## config.mk

```make
export PLATFORM = sky130hd
export DESIGN_NAME = mbp_panel
export DESIGN_NICKNAME = d
export VERILOG_FILES = /design/src/shared/mbp_pkg.sv /design/src/mbp_button_sync.sv /design/src/mbp_panel.sv
export SDC_FILE = /design/constraint.sdc
export NUM_CORES = 1
export LEC_CHECK = 0
export BUFFER_PORTS_ARGS = -buffer_cell sky130_fd_sc_hd__buf_2
export CORE_MARGIN = 1.5
export CORE_UTILIZATION = 47
export CTS_CLUSTER_DIAMETER = 40
export CTS_CLUSTER_SIZE = 14
export DETAILED_ROUTE_END_ITERATION = 7
export PLACE_DENSITY_LB_ADDON = 0.08
export SETUP_SLACK_MARGIN = 0.5
export SYNTH_ARGS = -nofsm -noshare
export SYNTH_HDL_FRONTEND = slang
export SYNTH_SLANG_ARGS = --single-unit
```

## constraint.sdc

```tcl
create_clock -name clk_sys -period 1.77 [get_ports clk_sys]
set_input_delay 0.177 -clock clk_sys [delete_from_list [all_inputs] [get_ports clk_sys]]
set_output_delay 0.177 -clock clk_sys [all_outputs]
set_load 0.01 [all_outputs]
```

## src/shared/mbp_pkg.sv

```systemverilog
// Purpose: Shared constants and carrier types for the microcode breakpoint panel.
// Assumes: 16-bit microaddress bus, 32-bit store output lamp row.
// Notes:   Field positions and reset values are named here once.
package mbp_pkg;

  localparam int ADDR_W        = 16;
  localparam int LAMP_W        = 32;
  localparam int RANK1_LO_HI   = 4;
  localparam int RANK1_HI_LO   = 28;
  localparam int RANK2_LO      = 5;
  localparam int RANK2_HI      = 27;
  localparam int JUMP_LSB      = 2;
  localparam int DISP_W        = 16;
  localparam int SYNC_STAGES   = 2;
  localparam logic RST_HALT    = 1'b0;
  localparam logic RST_FRZ     = 1'b0;

  typedef enum logic [1:0] {
    MBP_RUN    = 2'b00,
    MBP_HALTED = 2'b01,
    MBP_JFRZ   = 2'b10
  } mbp_run_t;

  typedef struct packed {
    logic       cmpEnable;
    logic       haltNotJump;
    logic [1:0] bankSw;
    logic       dispSelBus;
  } mbp_switch_t;

  typedef struct packed {
    logic       doJump;
    logic [ADDR_W-1:0] jumpAddr;
    logic       freeze;
    logic       trigger;
  } mbp_seq_t;

endpackage

```

## src/mbp_button_sync.sv

```systemverilog
// Purpose: Synchronise a spring-return button and emit a one-cycle press pulse.
// Assumes: Button is a level from outside the clock domain.
// Notes:   The first stage feeds only the second stage.
`timescale 1ns/1ps
module mbp_button_sync
  import mbp_pkg::*;
(
  input  wire logic clk_sys,  // Processor clock.
  input  wire logic reset,    // Synchronous reset, active high.
  input  wire logic button,   // Raw button level.
  output logic      press     // One-cycle pulse per press.
);
  typedef struct packed {
    logic s1;
    logic s2;
    logic s3;
  } mbp_bsync_t;

  mbp_bsync_t st_r;
  mbp_bsync_t st_nxt;

  always_comb begin
    st_nxt    = st_r;
    st_nxt.s1 = button;
    st_nxt.s2 = st_r.s1;
    st_nxt.s3 = st_r.s2;
  end

  always_ff @(posedge clk_sys) begin
    if (reset) begin
      st_r <= '0;
    end else begin
      st_r <= st_nxt;
    end
  end

  assign press = st_r.s2 & ~st_r.s3;
endmodule

```

## src/mbp_panel.sv

```systemverilog
// Purpose: Maintenance panel breakpoint, jump, restart and display logic.
// Assumes: Microaddress bus and store ranks are on the processor clock.
// Notes:   Switch levels and buttons are synchronised before use.
`timescale 1ns/1ps
module mbp_panel
  import mbp_pkg::*;
#(
  parameter int AW = ADDR_W
) (
  input  wire logic              clk_sys,        // Processor clock.
  input  wire logic              reset,          // Synchronous reset.
  input  wire logic [AW-1:0]     microAddr,      // Microaddress bus.
  input  wire logic [LAMP_W-1:0] firstRankOut,   // First-rank store output.
  input  wire logic [LAMP_W-1:0] secondRankOut,  // Second-rank store output.
  input  wire logic [1:0]        bankBits,       // Current bank bits.
  input  wire logic              specialFreeze,  // Special-field freeze code decoded.
  input  wire logic [DISP_W-1:0] selRegValue,    // Register picked by selection lamp.
  input  wire logic [DISP_W-1:0] resultBus,      // Micro-result bus.
  input  wire logic [AW-1:0]     compareSw,      // Compare switches 0 to 15.
  input  wire logic [AW-1:0]     jumpSw,         // Jump switches, bits 2 to 15 used.
  input  wire logic              cmpEnableSw,    // Compare enable switch.
  input  wire logic              haltSelSw,      // High selects halt, low jump.
  input  wire logic [1:0]        bankSw,         // Bank bit switches.
  input  wire logic              dispBusSw,      // High selects bus display.
  input  wire logic              jumpButton,     // Manual jump button.
  input  wire logic              restartButton,  // Restart button.
  output logic [LAMP_W-1:0]      storeLamps,     // Store output lamps.
  output logic [1:0]             bankLamps,      // Bank bit lamps.
  output logic [AW-1:JUMP_LSB]   addrLamps,      // Microaddress lamps.
  output logic [DISP_W-1:0]      regDispLamps,   // Register display lamps.
  output logic                   freezeLamp,     // Panel freeze lamp.
  output logic                   addressMatchPulse, // Trigger pulse.
  output logic [1:0]             bankSelect,     // Bank bits to store addressing.
  output logic                   seqFreeze,      // Freeze the microsequencer.
  output logic                   seqLoad,        // Load new microaddress.
  output logic [AW-1:0]          seqLoadAddr     // Address to load.
);

  typedef struct packed {
    mbp_switch_t       sw1;
    mbp_switch_t       sw2;
    logic [AW-1:0]     cmp1;
    logic [AW-1:0]     cmp2;
    logic [AW-1:0]     jmp1;
    logic [AW-1:0]     jmp2;
    mbp_run_t          run;
    logic              specFrz;
    logic              trig;
    logic              load;
    logic [AW-1:0]     loadAddr;
    logic [LAMP_W-1:0] lamps;
    logic [1:0]        bankL;
    logic [AW-1:JUMP_LSB] addrL;
    logic [DISP_W-1:0] dispL;
    logic              frzL;
  } mbp_state_t;

  mbp_state_t  st_r;
  mbp_state_t  st_nxt;
  logic        jumpPress;
  logic        restartPress;
  logic        match;
  logic [AW-1:0] jumpTarget;

  mbp_button_sync u_jump (
    .clk_sys (clk_sys),
    .reset   (reset),
    .button  (jumpButton),
    .press   (jumpPress)
  );

  mbp_button_sync u_restart (
    .clk_sys (clk_sys),
    .reset   (reset),
    .button  (restartButton),
    .press   (restartPress)
  );

  assign match      = (microAddr == st_r.cmp2);
  assign jumpTarget = {st_r.jmp2[AW-1:JUMP_LSB], {JUMP_LSB{1'b0}}};

  always_comb begin
    st_nxt              = st_r;
    st_nxt.sw1.cmpEnable   = cmpEnableSw;
    st_nxt.sw1.haltNotJump = haltSelSw;
    st_nxt.sw1.bankSw      = bankSw;
    st_nxt.sw1.dispSelBus  = dispBusSw;
    st_nxt.sw2          = st_r.sw1;
    st_nxt.cmp1         = compareSw;
    st_nxt.cmp2         = st_r.cmp1;
    st_nxt.jmp1         = jumpSw;
    st_nxt.jmp2         = st_r.jmp1;
    st_nxt.trig         = match;
    st_nxt.load         = 1'b0;
    st_nxt.loadAddr     = st_r.loadAddr;
    case (st_r.run)
      MBP_RUN: begin
        if (jumpPress) begin
          st_nxt.load     = 1'b1;
          st_nxt.loadAddr = jumpTarget;
          st_nxt.run      = MBP_JFRZ;
        end else if (match && st_r.sw2.cmpEnable) begin
          if (st_r.sw2.haltNotJump) begin
            st_nxt.run = MBP_HALTED;
          end else begin
            st_nxt.load     = 1'b1;
            st_nxt.loadAddr = jumpTarget;
            st_nxt.run      = MBP_JFRZ;
          end
        end
      end
      MBP_HALTED: begin
        if (restartPress) begin
          st_nxt.run = MBP_RUN;
        end else if (jumpPress) begin
          st_nxt.load     = 1'b1;
          st_nxt.loadAddr = jumpTarget;
          st_nxt.run      = MBP_HALTED;
        end
      end
      MBP_JFRZ: begin
        st_nxt.run = MBP_RUN;
      end
      default: begin
        st_nxt.run = MBP_RUN;
      end
    endcase
    if (restartPress) begin
      st_nxt.specFrz = 1'b0;
    end
    if (specialFreeze) begin
      st_nxt.specFrz = 1'b1;
    end
    st_nxt.lamps = firstRankOut;
    st_nxt.lamps[RANK2_HI:RANK2_LO] = secondRankOut[RANK2_HI:RANK2_LO];
    st_nxt.bankL = bankBits;
    st_nxt.addrL = microAddr[AW-1:JUMP_LSB];
    st_nxt.dispL = st_r.sw2.dispSelBus ? resultBus : selRegValue;
    st_nxt.frzL  = (st_nxt.run == MBP_HALTED) || match;
  end

  always_ff @(posedge clk_sys) begin
    if (reset) begin
      st_r         <= '0;
      st_r.run     <= MBP_RUN;
      st_r.specFrz <= RST_FRZ;
    end else begin
      st_r <= st_nxt;
    end
  end

  assign storeLamps        = st_r.lamps;
  assign bankLamps         = st_r.bankL;
  assign addrLamps         = st_r.addrL;
  assign regDispLamps      = st_r.dispL;
  assign freezeLamp        = st_r.frzL;
  assign addressMatchPulse = st_r.trig;
  assign bankSelect        = st_r.sw2.bankSw;
  assign seqLoad           = st_r.load;
  assign seqLoadAddr       = st_r.loadAddr;
  assign seqFreeze         = (st_r.run != MBP_RUN) || st_r.specFrz;
endmodule

```

==> results of run 1 <==
==> cell usage in the layout (no fill, tap or decap), drive strengths merged <==
cell type    synthesis  final
a211oi               1      1
a21oi                1      1
a31oi                2      2
buf                 85    215
bufinv               0      3
clkbuf              19     25
clkinv               0      3
conb                 1      2
dfxtp              160    160
dlygate4sd3          0    104
inv                  2      2
mux2i               30     30
nand2                1      1
nand2b              29     29
nand3                1      1
nand4                4      4
nor2                22     22
nor2b              126    126
nor3                 2      2
nor3b                1      1
nor4                 2      2
or3                  1      1
xnor2               16     16
==> flip-flops by register name, indices dropped and copies added, names as in the netlist <==
signal	cells
seqLoad	1
bankLamps	2
u_jump.st_nxt	2
addressMatchPulse	1
st_nxt	35
freezeLamp	1
st_r	22
u_restart.st_r	1
regDispLamps	16
u_jump.st_r	1
bankSelect	2
storeLamps	32
seqLoadAddr	14
jumpTarget	14
addrLamps	14
u_restart.st_nxt	2
==> layer usage <==
metal,GRT usage,vias to the layer above,routed length (microns)
met1,0.174,1641,4060
li1,-,1948,-
met3,0.0621,16,669
met4,0.0878,0,179
met5,0,-,0
met2,0.314,121,5290
==> synth_stat cells <==
library cell  number  share of area
dfxtp_1          160           0.58
nor2b_1          126           0.14
buf_4             82           0.11
mux2i_1           30          0.054
nand2b_1          29          0.033
nor2_1            22          0.015
clkbuf_1          19          0.013
xnor2_1           16          0.025
nand4_1            4         0.0045
inv_1              2         0.0014
nor3_1             2         0.0018
a211oi_1           1         0.0014
a21oi_1            1        0.00090
a31oi_1            1         0.0011
a31oi_4            1         0.0038
buf_1              1        0.00068
buf_2              1        0.00090
buf_6              1         0.0020
conb_1             1        0.00068
nand2_1            1        0.00068
nand3_1            1        0.00090
nor3b_1            1         0.0014
nor4_1             1         0.0011
nor4_4             1         0.0038
or3_1              1         0.0011
==> worst min-delay path, cell delays in order <==
cell and delay (ns):
buf_2 0.07, mux2i_1 0.06, nor2_1 0.07
==> metrics by stage <==
stage	cell area, sq um	worst slack (ns)	utilization
final	7850	0.160	0.684
after global routing	7850	0.0780	0.684
after CTS	7790	0.126	0.679
after detailed placement	6110	-0.0449	0.533
after global placement	6110	-0.0176	0.533
after floorplan	5550	0.181	-
==> path summary, 6_finish.rpt <==
path,endpoint,slack (ns),cells after the start
max,st_r[84],0.16,6
min,regDispLamps[9],0.009,3
max reg2reg,st_r[84],0.16,6
min reg2reg,bankSelect[1],0.43,1
==> cells by family (layout without fill, tap and decap cells) <==
group / count (synthesis) / after routing / share of synthesized area
DFF: 160 / 160 / 0.578
other: 1 / 2 / 0.000677
buffers and inverters: 106 / 352 / 0.129
AOI/OAI and AO/OA: 4 / 4 / 0.00723
and+or+nand+nor: 189 / 189 / 0.205
xor gates and xnor gates: 16 / 16 / 0.0253
muxes: 30 / 30 / 0.0542
==> timing repair <==
action                                  in CTS  in global routing
endpoints found under the setup margin      20                 20
gates cloned                                 0                  0
pin swaps                                    3                  2
buffers inserted                             3                  1
resized for setup                            4                 10
hold buffers                               104                  0
endpoints found under the hold margin       93                  0
==> area by class of cell <==
| type | count | area share |
|---|---|---|
| clock buffers | 25 | 0.0619 |
| well taps | 143 | 0.0228 |
| flip-flops and latches | 160 | 0.409 |
| multi-input cells | 241 | 0.213 |
| repair buffers | 319 | 0.279 |
| inverters | 2 | 0.000957 |
| clock inverters | 6 | 0.0134 |
==> report_power, final <==
part,total (mW),internal [mW],switching [mW]
Sequential,3.81,3.77,0.0403
Clock,3.62,2.32,1.31
Combinational,0.737,0.455,0.282
Total,8.17,6.54,1.63
==> flow_metrics.tcl, run 1 <==
set metrics [dict create \
    status "finished, final reports clean" \
    worstHoldStart "resultBus[9]" \
    fmax_mhz 621 \
    ys_seq_area_frac 0.578 \
    cp.arrival_ns 1.93 \
    die_h_microns 112 \
    io_buffers 205 \
    max-clock-path-buffers 2 \
    htree_levels 4 \
    max_cap_viol_count 0 \
    cts.sinks 160 \
    firstDrtPassIters 4 \
    clock_latency_ns 0.41 \
    multiInputGateArea_sq_um 1670 \
    synth_cell_type_count 25 \
    dieWidth_microns 112 \
    overflow 0 \
    setup_viol_count_final 0 \
    crit_chain "xnor2_2 > nand4_1 > nor4_4 > buf_4 > nand3_2 > a211oi_2" \
    p_total_mw 8.17 \
    crit_fanout 4 \
    antenna_found_initial 0 \
    crit_start "st_r[122]" \
    synth_area_per_cell_sq_um 10.9 \
    fp-row-count 39 \
    syn-cell-area_sq_um 5540 \
    critPathTopFamily "simple AND/OR/NAND/NOR gates" \
    cp.required_ns 2.09 \
    coreArea_sq_um 11500 \
    power_leakage_nw 3.62 \
    reg2reg_from "st_r[122]" \
    cts_made_buffers 17 \
    synth_seq_cells 160 \
    crit_slowest_cell "nor4_4" \
    vias 3726 \
    routedWlPerCell_microns 11.4 \
    fillers 862 \
    grt_max_degree 57 \
    drive_gt1_frac 0.339 \
    grt_pass1_vias 3943 \
    stdcell_count 896 \
    fin_skew_ns 0.00497 \
    ant_nets 0 \
    clkSlewWorstSetupHoldPaths_ns 0.06 \
    hold_viol_final 0 \
    num-nets-final 897 \
    period_needed_ns 1.61 \
    dp_hpwl_microns 6110 \
    powerDensity_nw_per_um2 1040 \
    yosysWarningCount 0 \
    ios 242 \
    peakVddDrop_mv 0.678 \
    drcViolationCount 0 \
    clock-root-buffer "clkbuf_16" \
    grt_use_total 0.173 \
    final_max_slew_viol_count 0 \
    num_antenna_cells 0 \
    rsz0062_at_grt "yes" \
    path_buf_inv 1 \
    area_growth_pct 41.7 \
    dr.first_iter.drc_count 87 \
    synthCells 506 \
    gp_congestion 0.737 \
    tns_ns 0 \
    fin_crit_sh 0.910 \
    wl_microns 10200 \
    register_area_sq_um 3210 \
    critPathKind "flip-flop to flip-flop" \
    via_per_inst 4.16 \
    worst_setup_path_end_kind "flip-flop" \
    whs_ns 0.00907 \
    critPathLaunchType "flip-flop" \
    grt_pass1_wl_microns 17200 \
    initial_core_util 0.483 \
    worstHoldPathType "primary input to flip-flop" \
    cts_tree "yes" \
    critPathMaxStageDelay_ns 0.40 \
    die-area_sq_um 12400 \
    dp.cells 757 \
]
Power figures use the tool's default switching activity.
==> run 2, diff against run 1 <==
==> constraint.sdc (replaced) <==
create_clock -name clk_sys -period 1.77 [get_ports clk_sys]
set_input_delay 0.177 -clock clk_sys [delete_from_list [all_inputs] [get_ports clk_sys]]
set_output_delay 0.177 -clock clk_sys [all_outputs]
set_load 0.005 [all_outputs]
==> run 2 against run 1 <==
Compared with the run above: die area stayed put; register-to-register slack hardly changed; first-iteration DRC count increased by 6.9%; critical path type unchanged.
==> flow_metrics.tcl, run 2 (synthesis results as in run 1) <==
set metrics [dict create \
    max_cap_viol_count 0 \
    powerDensity_nw_per_um2 1040 \
    fin_crit_sh 0.910 \
    firstDrtPassIters 4 \
    io_buffers 205 \
    final_max_slew_viol_count 0 \
    antenna_found_initial 0 \
    dr.first_iter.drc_count 93 \
    coreArea_sq_um 11500 \
    grt_use_total 0.173 \
    multiInputGateArea_sq_um 1670 \
    peakVddDrop_mv 0.678 \
    worst_setup_path_end_kind "flip-flop" \
    wl_microns 10200 \
    num_antenna_cells 0 \
    grt_pass1_vias 3943 \
    crit_chain "xnor2_2 > nand4_1 > nor4_4 > buf_4 > nand3_2 > a211oi_2" \
    critPathMaxStageDelay_ns 0.40 \
    crit_fanout 4 \
    hold_viol_final 0 \
    setup_viol_count_final 0 \
    drive_gt1_frac 0.337 \
    ant_nets 0 \
    initial_core_util 0.483 \
    switchingPower_mw 1.59 \
    holdPathEnd "regDispLamps[9]" \
    fp-row-count 39 \
    clock_latency_ns 0.41 \
    grt_max_degree 57 \
    cp.arrival_ns 1.93 \
    ios 242 \
    cts.sinks 160 \
    via_per_inst 4.16 \
    grt_pass1_wl_microns 17200 \
    gp_congestion 0.737 \
    die_h_microns 112 \
    worstHoldStart "resultBus[9]" \
    critPathLaunchType "flip-flop" \
    area_growth_pct 41.5 \
    period_needed_ns 1.61 \
    p_sw_frac 0.196 \
    power_frac_seq 0.469 \
    register_area_sq_um 3210 \
    internal_power_mw 6.53 \
    power_leakage_nw 3.61 \
    worstRegToRegCells 6 \
    critPathKind "flip-flop to flip-flop" \
    dieWidth_microns 112 \
    power_frac_comb 0.086 \
    die-area_sq_um 12400 \
    num-nets-final 897 \
    dp_hpwl_microns 6110 \
    place_worst_setup_slack_ns -0.0449 \
    clkSlewWorstSetupHoldPaths_ns 0.06 \
    worstHoldPathType "primary input to flip-flop" \
    cts_tree "yes" \
    status "finished, final reports clean" \
    postLayoutSetupSlackWorst_ns 0.160 \
    fillers 864 \
    fin_skew_ns 0.00495 \
    routedWlPerCell_microns 11.4 \
    mostFrequentLayoutCells "buf_2 (204), dfxtp_1 (155), nor2b_1 (125)" \
    max-clock-path-buffers 2 \
    layout_commonest_cell "buf_2" \
    drcViolationCount 0 \
    r2r_slack_ns 0.16 \
    reg2reg_from "st_r[122]" \
    reg2reg_to "st_r[84]" \
    rsz0062_at_grt "yes" \
    largest_register_ffs 35 \
    htree_levels 4 \
    cts_made_buffers 17 \
    overflow 0 \
    vias 3724 \
    fmax_mhz 621 \
    crit_slowest_cell "nor4_4" \
    clock-root-buffer "clkbuf_16" \
    dp.cells 757 \
    p_clk_frac 0.446 \
    cp.required_ns 2.09 \
    min_path_cells 3 \
    stdcell_count 896 \
]
==> run 2: power groups by stage <==
stage / Clock (mW) / Sequential [mW] / Combinational, mW
after floorplan: 0 / 3.88 / 0.370
after global placement: 0 / 3.88 / 0.500
after detailed placement: 0 / 3.89 / 0.509
after CTS: 3.71 / 3.81 / 0.692
after global routing: 3.88 / 3.82 / 0.769
final: 3.62 / 3.81 / 0.696
==> run 2: critical path: cells and delay by family (launching register included) <==
| family | cells | cell delay, ns |
|---|---|---|
| buffers and inverters | 1 | 0.20 |
| DFF | 1 | 0.32 |
| AOI/OAI and AO/OA | 1 | 0.23 |
| and+or+nand+nor | 3 | 0.63 |
| xor gates and xnor gates | 1 | 0.13 |
==> run 2: layout make-up <==
type,count,share of cell area
Clock buffer,25,0.0620
Clock inverter,6,0.0134
Inverter,2,0.000958
Multi-Input combinational cell,241,0.213
Sequential cell,160,0.410
Tap cell,143,0.0228
Timing Repair Buffer,319,0.278
==> run 2: worst max-delay path by stage <==
stage,slack (ns),from,to,cells past startpoint
floorplan,0.18,st_r[123],seqLoadAddr[10],6
global placement,-0.02,microAddr[13],seqLoadAddr[9],6
detailed placement,-0.04,st_r[133],seqLoadAddr[4],5
CTS,0.13,st_r[122],seqLoadAddr[4],6
global route,0.08,st_r[122],st_r[85],6
finish,0.16,st_r[122],st_r[84],6
==> run 2: timing repair <==
action	in CTS	in global routing
setup buffers	3	1
pin swaps	3	2
gates resized for setup	4	8
endpoints found under the setup margin	20	20
hold buffers	104	0
hold endpoints to repair	93	0
==> run 2: layer usage <==
metal / vias to the layer above / share of wire / track usage
met5: - / 0 / 0
met4: 0 / 0.018 / 0.0878
met3: 16 / 0.066 / 0.0621
met2: 121 / 0.52 / 0.314
met1: 1639 / 0.40 / 0.174
li1: 1948 / - / -
==> run 2: per-stage QoR <==
| step | setup TNS (ns) | cell area, sq um | utilization | hold WS [ns] | total power [mW] |
|---|---|---|---|---|---|
| finish | 0 | 7840 | 0.683 | 0.00930 | 8.13 |
| global route | 0 | 7840 | 0.683 | 0.00827 | 8.47 |
| CTS | 0 | 7790 | 0.679 | 0.000996 | 8.21 |
| detailed placement | -0.464 | 6110 | 0.533 | 0.389 | 4.40 |
| global placement | -0.231 | 6110 | 0.533 | 0.384 | 4.38 |
| floorplan | 0 | 5550 | - | 0.294 | 4.25 |
